$ cat src/hw/spio_pkg.sv
package spio_pkg;

  // ----------------------------------------------------------------------
  // Register offsets (byte addresses)
  // ----------------------------------------------------------------------
  localparam logic [7:0] OFS_PIO_ENABLE    = 8'h00;
  localparam logic [7:0] OFS_PIO_DISABLE   = 8'h04;
  localparam logic [7:0] OFS_PIN_FUNC_STAT = 8'h08;
  localparam logic [7:0] OFS_OE_SET        = 8'h10;
  localparam logic [7:0] OFS_OE_CLEAR      = 8'h14;
  localparam logic [7:0] OFS_OE_STAT       = 8'h18;
  localparam logic [7:0] OFS_LVL_SET       = 8'h30;
  localparam logic [7:0] OFS_LVL_CLEAR     = 8'h34;
  localparam logic [7:0] OFS_LVL_STAT      = 8'h38;
  localparam logic [7:0] OFS_PIN_STAT      = 8'h3c;
  localparam logic [7:0] OFS_OD_SET        = 8'h40;
  localparam logic [7:0] OFS_OD_CLEAR      = 8'h44;
  localparam logic [7:0] OFS_OD_STAT       = 8'h48;
  localparam logic [7:0] OFS_CLK_SET       = 8'h50;
  localparam logic [7:0] OFS_CLK_CLEAR     = 8'h54;
  localparam logic [7:0] OFS_CLK_STAT      = 8'h58;
  localparam logic [7:0] OFS_UNIT_CTRL     = 8'h60;
  localparam logic [7:0] OFS_UNIT_STAT     = 8'h70;

  // ----------------------------------------------------------------------
  // Field positions
  // ----------------------------------------------------------------------
  localparam int PIN_LSB       = 16;
  localparam int PIN_COUNT     = 7;
  localparam int CLK_PIO_BIT   = 0;
  localparam int CLK_SER_BIT   = 1;
  localparam int CTRL_RST_BIT  = 0;
  localparam int CTRL_EN_BIT   = 1;
  localparam int CTRL_DIS_BIT  = 2;
  localparam int STAT_TXE_BIT  = 1;
  localparam int STAT_FLT_BIT  = 2;
  localparam int STAT_ENA_BIT  = 8;
  localparam int STAT_DRN_BIT  = 9;

  // ----------------------------------------------------------------------
  // Values after reset
  // ----------------------------------------------------------------------
  localparam logic [6:0] RST_PIO_SEL = 7'h7f;
  localparam logic [6:0] RST_OE      = 7'h00;
  localparam logic [6:0] RST_ODATA   = 7'h00;
  localparam logic [6:0] RST_ODRAIN  = 7'h00;
  localparam logic [1:0] RST_CLK     = 2'h0;

  // ----------------------------------------------------------------------
  // Types
  // ----------------------------------------------------------------------
  typedef enum logic [1:0] {
    UNIT_OFF,
    UNIT_ON,
    UNIT_DRAIN
  } spio_unit_type;

  typedef struct packed {
    logic [6:0] pio_sel;
    logic [6:0] oe;
    logic [6:0] odata;
    logic [6:0] odrain;
  } spio_cfg_type;

  typedef struct packed {
    logic [6:0] out;
    logic [6:0] oe;
  } spio_drive_type;

  typedef struct packed {
    spio_cfg_type  cfg;
    logic [1:0]    clk_gate;
    spio_unit_type unit;
    logic          tx_empty;
    logic          fault_seen;
    logic [6:0]    sync1;
    logic [6:0]    sync2;
    logic [6:0]    sync3;
    logic [6:0]    level;
    logic [31:0]   prdata;
    logic          slverr;
  } spio_state_type;

  localparam spio_cfg_type RST_CFG = '{
    pio_sel: RST_PIO_SEL,
    oe:      RST_OE,
    odata:   RST_ODATA,
    odrain:  RST_ODRAIN
  };

  // Seven pin bits sit at 22..16 of every pin register
  function automatic logic [6:0] pin_field(input logic [31:0] w);
    pin_field = w[PIN_LSB +: PIN_COUNT];
  endfunction : pin_field

  function automatic logic [31:0] pin_word(input logic [6:0] v);
    pin_word = {9'h000, v, 16'h0000};
  endfunction : pin_word

endpackage : spio_pkg

$ cat src/hw/spio_pin_ctrl.sv
// Summary of operation
// - Function status bits 16..22 read one for general I/O, zero for serial function.
// - Output-enable status reads one per output pin, zero per input pin.
// - Output enable/disable writes switch addressed pins to output or input.
// - Set/clear output writes program addressed pin levels to one or zero.
// - Output level status reads back programmed output levels.
// - Pin level status returns sampled pin levels, not programmed data.
// - Open-drain set/clear writes select open-drain or push-pull per pin.
// - Open-drain status reads one where open-drain driving is set.
// - Clock set/clear writes turn pin clock (bit 0), serial clock (bit 1).
// - Clock status shows pin clock in bit 0, serial clock in bit 1.
// - Clock status survives soft reset; only hardware reset clears it.
// - Control bit 0 soft-resets all registers but clock status and pin level status; zeros do nothing.
// - Control bit 1 enables the unit for transmit and receive.
// - Control bit 2 disables the unit, serial-function pins become inputs, transfers stop.
// - Disable during a transfer waits for that transfer to finish.
// - Enable and disable written together act as disable.
// - After a mode fault the unit stays disabled until enabled again.
// - Transmit-empty flag is zero when disabled or reset; enable sets it.
`timescale 1ns/10ps
module spio_pin_ctrl #(
  parameter int ADDR_W = 8
) (
  // Clock, reset, clock enable
  input  wire logic        pclk,
  input  wire logic        presetn,
  input  wire logic        clk_en,
  // APB slave
  input  wire logic        psel,
  input  wire logic        penable,
  input  wire logic        pwrite,
  input  wire logic [ADDR_W-1:0] paddr,
  input  wire logic [31:0] pwdata,
  output logic      [31:0] prdata,
  output logic             pready,
  output logic             pslverr,
  // Pins: serial_clock_pin, miso, mosi, chip_select_pin_n[3:0]
  input  wire logic [6:0]  pin_in,
  output logic      [6:0]  pin_out,
  output logic      [6:0]  pin_oe,
  // Serial engine side
  input  wire logic [6:0]  ser_out,
  input  wire logic [6:0]  ser_oe,
  input  wire logic        xfer_busy,
  input  wire logic        master_conflict_fault,
  input  wire logic        tx_load,
  input  wire logic        tx_take,
  output logic      [6:0]  ser_pin_level,
  output logic             unit_enabled,
  output logic             transmit_holding_empty_flag,
  output logic             soft_reset_pulse,
  output logic             pio_clk_on,
  output logic             ser_clk_on
);

  // ----------------------------------------------------------------------
  // Parameter check
  // ----------------------------------------------------------------------
  // The decode slices paddr[7:0], so fewer than eight bits cannot work
  if (ADDR_W < 8 || ADDR_W > 32) begin : g_addr_check
    $error("spio_pin_ctrl: ADDR_W must lie between 8 and 32");
  end

  // Pin registers and the pin ports are all seven bits wide
  if (spio_pkg::PIN_COUNT != 7) begin : g_pin_check
    $error("spio_pin_ctrl: PIN_COUNT must be 7");
  end

  spio_pkg::spio_state_type q;
  spio_pkg::spio_state_type d;

  logic        setup_phase;
  logic        wr_take;
  logic [7:0]  addr8;
  logic [6:0]  wbits;
  logic        soft_rst;
  logic        cmd_en;
  logic        cmd_dis;
  logic        active;
  logic        bus_hit;
  spio_pkg::spio_drive_type drv;

  // ----------------------------------------------------------------------
  // Bus decode
  // ----------------------------------------------------------------------
  // Address fits 8 bits; upper bits above the map must be zero to hit
  always_comb begin
    addr8 = paddr[7:0];
  end

  function automatic logic addr_hit(input logic [ADDR_W-1:0] a);
    logic hi_zero;
    hi_zero = 1'b1;
    for (int i = 8; i < ADDR_W; i++) begin
      if (a[i]) begin
        hi_zero = 1'b0;
      end
    end
    addr_hit = hi_zero;
  endfunction : addr_hit

  function automatic logic is_mapped(input logic [7:0] a);
    case (a)
      spio_pkg::OFS_PIO_ENABLE,  spio_pkg::OFS_PIO_DISABLE, spio_pkg::OFS_PIN_FUNC_STAT,
      spio_pkg::OFS_OE_SET,      spio_pkg::OFS_OE_CLEAR,    spio_pkg::OFS_OE_STAT,
      spio_pkg::OFS_LVL_SET,     spio_pkg::OFS_LVL_CLEAR,   spio_pkg::OFS_LVL_STAT,
      spio_pkg::OFS_PIN_STAT,    spio_pkg::OFS_OD_SET,      spio_pkg::OFS_OD_CLEAR,
      spio_pkg::OFS_OD_STAT,     spio_pkg::OFS_CLK_SET,     spio_pkg::OFS_CLK_CLEAR,
      spio_pkg::OFS_CLK_STAT,    spio_pkg::OFS_UNIT_CTRL,   spio_pkg::OFS_UNIT_STAT: begin
        is_mapped = 1'b1;
      end
      default: begin
        is_mapped = 1'b0;
      end
    endcase
  endfunction : is_mapped

  // Read data is captured in the setup cycle so prdata comes from a flop
  // and the access phase can finish in a single cycle.
  assign setup_phase = psel & ~penable & clk_en;
  assign pready      = psel & penable & clk_en;
  assign wr_take     = pready & pwrite;
  assign wbits       = spio_pkg::pin_field(pwdata);
  assign bus_hit     = is_mapped(addr8) & addr_hit(paddr);

  // Only a write to the control offset fires a command
  assign soft_rst = wr_take & (addr8 == spio_pkg::OFS_UNIT_CTRL) & addr_hit(paddr)
                    & pwdata[spio_pkg::CTRL_RST_BIT];
  assign cmd_en   = wr_take & (addr8 == spio_pkg::OFS_UNIT_CTRL) & addr_hit(paddr)
                    & pwdata[spio_pkg::CTRL_EN_BIT];
  assign cmd_dis  = wr_take & (addr8 == spio_pkg::OFS_UNIT_CTRL) & addr_hit(paddr)
                    & pwdata[spio_pkg::CTRL_DIS_BIT];

  // ----------------------------------------------------------------------
  // Read mux
  // ----------------------------------------------------------------------
  function automatic logic [31:0] read_word(input spio_pkg::spio_state_type s,
                                            input logic [7:0] a);
    logic [31:0] w;
    w = 32'h0000_0000;
    case (a)
      spio_pkg::OFS_PIN_FUNC_STAT: begin
        w = spio_pkg::pin_word(s.cfg.pio_sel);
      end
      spio_pkg::OFS_OE_STAT: begin
        w = spio_pkg::pin_word(s.cfg.oe);
      end
      spio_pkg::OFS_LVL_STAT: begin
        w = spio_pkg::pin_word(s.cfg.odata);
      end
      spio_pkg::OFS_PIN_STAT: begin
        w = spio_pkg::pin_word(s.level);
      end
      spio_pkg::OFS_OD_STAT: begin
        w = spio_pkg::pin_word(s.cfg.odrain);
      end
      spio_pkg::OFS_CLK_STAT: begin
        w[1:0] = s.clk_gate;
      end
      spio_pkg::OFS_UNIT_STAT: begin
        // A draining unit still counts as enabled
        w[spio_pkg::STAT_TXE_BIT] = s.tx_empty;
        w[spio_pkg::STAT_FLT_BIT] = s.fault_seen;
        w[spio_pkg::STAT_ENA_BIT] = (s.unit != spio_pkg::UNIT_OFF);
        w[spio_pkg::STAT_DRN_BIT] = (s.unit == spio_pkg::UNIT_DRAIN);
      end
      default: begin
        // Write-only and reserved offsets read as zero
        w = 32'h0000_0000;
      end
    endcase
    read_word = w;
  endfunction : read_word

  // ----------------------------------------------------------------------
  // Next state
  // ----------------------------------------------------------------------
  always_comb begin
    d = q;

    // A low clock enable freezes every bit of state
    if (clk_en) begin
      // Pin sampling runs only while the pin-controller clock is on
      if (q.clk_gate[spio_pkg::CLK_PIO_BIT]) begin
        // Stages two and three must agree, so a one-cycle glitch is dropped
        d.sync1 = pin_in;
        d.sync2 = q.sync1;
        d.sync3 = q.sync2;
        for (int i = 0; i < spio_pkg::PIN_COUNT; i++) begin
          if (q.sync2[i] == q.sync3[i]) begin
            d.level[i] = q.sync3[i];
          end
        end
      end

      // Bus answer captured in setup
      if (setup_phase) begin
        d.slverr = ~bus_hit;
        d.prdata = (pwrite | ~bus_hit) ? 32'h0000_0000 : read_word(q, addr8);
      end

      // Register writes; read-only offsets ignore writes
      // Set/clear pairs spare software a read-modify-write
      if (wr_take & addr_hit(paddr)) begin
        case (addr8)
          spio_pkg::OFS_PIO_ENABLE: begin
            d.cfg.pio_sel = q.cfg.pio_sel | wbits;
          end
          spio_pkg::OFS_PIO_DISABLE: begin
            d.cfg.pio_sel = q.cfg.pio_sel & ~wbits;
          end
          spio_pkg::OFS_OE_SET: begin
            d.cfg.oe = q.cfg.oe | wbits;
          end
          spio_pkg::OFS_OE_CLEAR: begin
            d.cfg.oe = q.cfg.oe & ~wbits;
          end
          spio_pkg::OFS_LVL_SET: begin
            d.cfg.odata = q.cfg.odata | wbits;
          end
          spio_pkg::OFS_LVL_CLEAR: begin
            d.cfg.odata = q.cfg.odata & ~wbits;
          end
          spio_pkg::OFS_OD_SET: begin
            d.cfg.odrain = q.cfg.odrain | wbits;
          end
          spio_pkg::OFS_OD_CLEAR: begin
            d.cfg.odrain = q.cfg.odrain & ~wbits;
          end
          spio_pkg::OFS_CLK_SET: begin
            d.clk_gate = q.clk_gate | pwdata[1:0];
          end
          spio_pkg::OFS_CLK_CLEAR: begin
            d.clk_gate = q.clk_gate & ~pwdata[1:0];
          end
          default: begin
            d.cfg = d.cfg;
          end
        endcase
      end

      // Transmit-holding flag follows the engine while the unit runs
      // Take is applied last, so a load and take together leave it set
      if (q.unit != spio_pkg::UNIT_OFF) begin
        if (tx_load) begin
          d.tx_empty = 1'b0;
        end
        if (tx_take) begin
          d.tx_empty = 1'b1;
        end
      end

      // Unit state
      case (q.unit)
        spio_pkg::UNIT_OFF: begin
          // Serial pins stay released until the next enable
          d.tx_empty = 1'b0;
        end
        spio_pkg::UNIT_ON: begin
          if (master_conflict_fault) begin
            d.unit       = spio_pkg::UNIT_OFF;
            d.fault_seen = 1'b1;
            d.tx_empty   = 1'b0;
          end
        end
        spio_pkg::UNIT_DRAIN: begin
          // The unit goes quiet once the transfer in flight ends or a mode fault hits
          if (!xfer_busy || master_conflict_fault) begin
            d.unit     = spio_pkg::UNIT_OFF;
            d.tx_empty = 1'b0;
          end
          if (master_conflict_fault) begin
            d.fault_seen = 1'b1;
          end
        end
        default: begin
          d.unit = spio_pkg::UNIT_OFF;
        end
      endcase

      // Soft reset: everything but clock status and the live pin sampler
      if (soft_rst) begin
        d.cfg        = spio_pkg::RST_CFG;
        d.unit       = spio_pkg::UNIT_OFF;
        d.tx_empty   = 1'b0;
        d.fault_seen = 1'b0;
        // Clock status sits outside the soft-reset scope on purpose
        d.clk_gate   = q.clk_gate;
      end

      // Disable beats enable in the same write
      if (cmd_dis) begin
        // Draining only makes sense for a running unit not being reset
        if (xfer_busy && (q.unit != spio_pkg::UNIT_OFF) && !soft_rst) begin
          d.unit = spio_pkg::UNIT_DRAIN;
        end else begin
          d.unit     = spio_pkg::UNIT_OFF;
          d.tx_empty = 1'b0;
        end
      end else if (cmd_en) begin
        d.unit       = spio_pkg::UNIT_ON;
        d.tx_empty   = 1'b1;
        d.fault_seen = 1'b0;
      end
    end
  end

  // ----------------------------------------------------------------------
  // State register
  // ----------------------------------------------------------------------
  // Only a hardware reset clears the clock status bits
  always_ff @(posedge pclk or negedge presetn) begin
    if (!presetn) begin
      q.cfg        <= spio_pkg::RST_CFG;
      q.clk_gate   <= spio_pkg::RST_CLK;
      q.unit       <= spio_pkg::UNIT_OFF;
      q.tx_empty   <= 1'b0;
      q.fault_seen <= 1'b0;
      q.sync1      <= 7'h00;
      q.sync2      <= 7'h00;
      q.sync3      <= 7'h00;
      q.level      <= 7'h00;
      q.prdata     <= 32'h0000_0000;
      q.slverr     <= 1'b0;
    end else begin
      q <= d;
    end
  end

  // ----------------------------------------------------------------------
  // Pin drivers
  // ----------------------------------------------------------------------
  // Serial outputs are cut while disabled; general I/O keeps its own
  // direction since software owns those pins outright.
  assign active = (q.unit != spio_pkg::UNIT_OFF);

  always_comb begin
    for (int i = 0; i < spio_pkg::PIN_COUNT; i++) begin
      if (q.cfg.pio_sel[i]) begin
        drv.oe[i]  = q.cfg.oe[i];
        drv.out[i] = q.cfg.odata[i];
      end else begin
        drv.oe[i]  = ser_oe[i] & active;
        drv.out[i] = ser_out[i];
      end
      // Open drain only ever pulls low; a one releases the pin
      // Open drain and direction act alike in both pin functions
      if (q.cfg.odrain[i]) begin
        pin_oe[i]  = drv.oe[i] & ~drv.out[i];
        pin_out[i] = 1'b0;
      end else begin
        pin_oe[i]  = drv.oe[i];
        pin_out[i] = drv.out[i];
      end
    end
  end

  // ----------------------------------------------------------------------
  // Outputs
  // ----------------------------------------------------------------------
  assign prdata                      = q.prdata;
  // The error flag only qualifies an access phase
  assign pslverr                     = pready & q.slverr;
  assign ser_pin_level               = q.level;
  assign unit_enabled                = active;
  assign transmit_holding_empty_flag = q.tx_empty;
  assign soft_reset_pulse            = soft_rst;
  assign pio_clk_on                  = q.clk_gate[spio_pkg::CLK_PIO_BIT];
  assign ser_clk_on                  = q.clk_gate[spio_pkg::CLK_SER_BIT];

endmodule : spio_pin_ctrl

$ cat config.mk
export PLATFORM = sky130hd
export DESIGN_NAME = spio_pin_ctrl
export DESIGN_NICKNAME = d
export VERILOG_FILES = /design/src/hw/spio_pkg.sv /design/src/hw/spio_pin_ctrl.sv
export SDC_FILE = /design/constraint.sdc
export NUM_CORES = 1
export LEC_CHECK = 0
export BUFFER_PORTS_ARGS = -buffer_cell sky130_fd_sc_hd__buf_2
export CAP_MARGIN = 30
export CELL_PAD_IN_SITES_DETAIL_PLACEMENT = 1
export CELL_PAD_IN_SITES_GLOBAL_PLACEMENT = 1
export CORE_ASPECT_RATIO = 1.4
export CORE_MARGIN = 2
export CORE_UTILIZATION = 35
export DETAILED_ROUTE_END_ITERATION = 6
export PLACE_DENSITY = 0.71
export RECOVER_POWER = 100
export SYNTH_ARGS = -nofsm -noshare
export SYNTH_HDL_FRONTEND = slang
export SYNTH_SLANG_ARGS = --single-unit
$ cat constraint.sdc
create_clock -name pclk -period 3.4 [get_ports pclk]
set_input_delay 0.68 -clock pclk [delete_from_list [all_inputs] [get_ports pclk]]
set_output_delay 0.68 -clock pclk [all_outputs]
set_load 0.02 [all_outputs]
==> reports/metrics.yaml <==
status: "finished, violations left"
violations: "capacitance limit, slew limit"
multiInputGateArea_um2: 2140
design_area_um2: 5057
synthAdderAreaFrac_pct: 1.117
port_buffers: 88
grt_overflow_total: 0
highest_layer: "met4"
die_w_um: 99.64
htree_levels: 3
min-delay-start: "q[59]"
cp-start-kind: "input port"
ant_nets: 0
fin_ws_ns: 0.5727
diodes: 0
syn_to_final_growth_pct: 12.84
synth_cell_types: 55
synthMuxAreaShare_pct: 4.941
clk_path_buf_depth: 2
worstPathRequired_ns: 2.72
synth.most_common_cell: "nand2_1"
grt_pass1_vias: 4050
postCtsSetupRepairBufs: 0
hold_class: "register to register"
slew_violations: 37
path_max_fanout: 14
route.detailed.drc: 0
clock-sinks: 75
max_slew_margin_pct: -42.30
fin_crit_ns: 2.827
worst_pin_slew_ns: 2.134
yosysTopAreaCell: "dfrtp_1"
cp.arrival_ns: 2.15
drive_gt1_share_pct: 14.87
synth_xor_area_share_pct: 0
cp_slowest_stage_delay_ns: 0.44
clk-insertion-delay-late_ns: 0.34
yosysTopAreaCellShare_pct: 37.97
finalHoldViolCount: 0
grt_setup_unrepaired: "no"
regArea_um2: 1886
ys.warnings.count: 0
routabilityCongestion: 0.7955
cp_cell_sequence: "clkbuf_1 -> and4_1 -> buf_4 -> and4_1 -> clkbuf_1"
place_area_um2: 4822
max_freq_mhz: 353.7
setup.worst_path.class: "input port to primary output"
dieHeight_um: 137.9
synthFlopType: "dfrtp_1"
fillers: 1498
place.detailed.hpwl_mm: 9.864
grt_max_degree: 40
drt_pass1_iterations: 4
met3RoutedLength_um: 776
ioPinCount: 131
synth_edf_count: 0
crit_start: "clk_en"
period_share_pct: 83.16
met2WireLength_mm: 6.821
clock_skew_ns: 0.007811
wl_per_cell_um: 18.91
synth_area_leaders: "dfrtp_1 38%, buf_4 6.5%, nand2_1 6.4%"
synth_area_um2: 4482
synth_area_per_cell_um2: 8.910
grt_usage_pct: 20.08
cts_inserted_buffers: 9
core_um2: 12430
root_buffer: "clkbuf_16"
crit_path_end_kind: "primary output"
postCtsHoldBufs: 0
synthTopCellsByCount: "77 x nand2_1, 68 x dfrtp_1, 41 x o21ai_0"
vias: 3983
die-area_um2: 13740
setup_viol: 0
synth_top_family_by_area: "simple AND/OR/NAND/NOR gates"
powerDensity_nw_per_um2: 477.5
num-nets-final: 635
yosys.area_share.simple_pct: 20.71
wl_met1_mm: 5.602
async_flop_share_pct: 100.0
cts_tree: "done"
wl_mm: 13.52
post_cts_resized: 0
ys_ff_latch: 75
synth_compound_area_share_pct: 19.68
path_clk_slew_ns: 0.05
start_util_pct: 36.05
leakagePower_nw: 2.279
ys_seq_area_share_pct: 42.07
drtIter0Drc: 140
post-place-ws_ns: 0.8775
maxCapViolCount: 1
core.rowCount: 48
avgViaCountPerCell: 5.571
tns_ns: 0
synthCells: 503
antenna_found_initial: 0
grt_pass1_wl_mm: 21.53
vdd_drop_max_mv: 0.1815
slowest_stage: "clkbuf_1"
registers in the layout (all words and copies together), names as in the netlist, named ones only:
| name | flops |
|---|---|
| ser_pin_level | 7 |
| prdata | 12 |
| q | 53 |
| transmit_holding_empty_flag | 1 |
per-stage QoR:
stage / utilization, % / power, mW / hold slack [ns] / std cells
after floorplan: - / 1.342 / 0.3844 / 522
after global placement: 38.79 / 1.455 / 0.4509 / 699
after detailed placement: 38.79 / 1.477 / 0.4628 / 699
after CTS: 41.23 / 2.458 / 0.4753 / 715
after global routing: 40.68 / 2.522 / 0.4957 / 715
final: 40.68 / 2.415 / 0.4705 / 715
final timing paths:
| path | to | slack [ns] | cells past startpoint |
|---|---|---|---|
| setup / recovery | soft_reset_pulse | 0.57 | 5 |
| hold / removal | q[59] | 0.47 | 2 |
| setup reg to reg | ser_pin_level[4] | 1.40 | 4 |
| hold reg to reg | q[59] | 0.47 | 2 |
| max in group asynchronous | q[68] | 1.21 | 1 |
| min in group asynchronous | q[63] | 0.95 | 1 |
layout by cell type (no fill, tap or decap), drive strengths merged, types with 3 or more instances in the layout:
| cell | count |
|---|---|
| nand2 | 77 |
| dfrtp | 68 |
| buf | 61 |
| clkbuf | 48 |
| o21ai | 41 |
| a21oi | 33 |
| nor2 | 31 |
| mux2i | 21 |
| conb | 20 |
| inv | 18 |
| a211oi | 15 |
| nand3b | 13 |
| nand4 | 12 |
| nand3 | 11 |
| a22oi | 8 |
| a31oi | 8 |
| a311oi | 7 |
| dfstp | 7 |
| a32o | 6 |
| and4 | 4 |
| nor2b | 4 |
| a22o | 4 |
| ha | 4 |
| nand4bb | 3 |
| and2 | 3 |
| clkinv | 3 |
worst max-delay path: cells and delay by family:
kind,cells,cell delay [ns]
buf+inv,3,0.89
simple gates,2,0.57
where the power goes:
group	internal (mW)	switching (mW)	leakage (nW)
Sequential	0.964	0.0733	0.965
Combinational	0.130	0.276	1.16
Clock	0.592	0.380	0.150
final cells by class:
cell class	count	area share, %
clock buffers	11	4.800
multi-input cells	359	42.31
clock inverters	5	1.212
inverters	17	1.262
flip-flops and latches	75	37.28
well taps	150	3.711
repair buffers	98	9.426
kinds of logic after synthesis:
group	Yosys count
flip-flops	75
buffers and inverters	88
AO/OA/AOI/OAI	136
AND/OR/NAND/NOR	177
multiplexers	22
other	1
adder cells (fa/ha/maj)	4
routing by layer:
layer	track usage [%]	vias up
li1	-	1860
met3	2.974	22
met1	25.36	1967
met4	7.534	0
met2	34.76	134
met5	0	-
No activity file was read; power rests on OpenSTA's default activity.
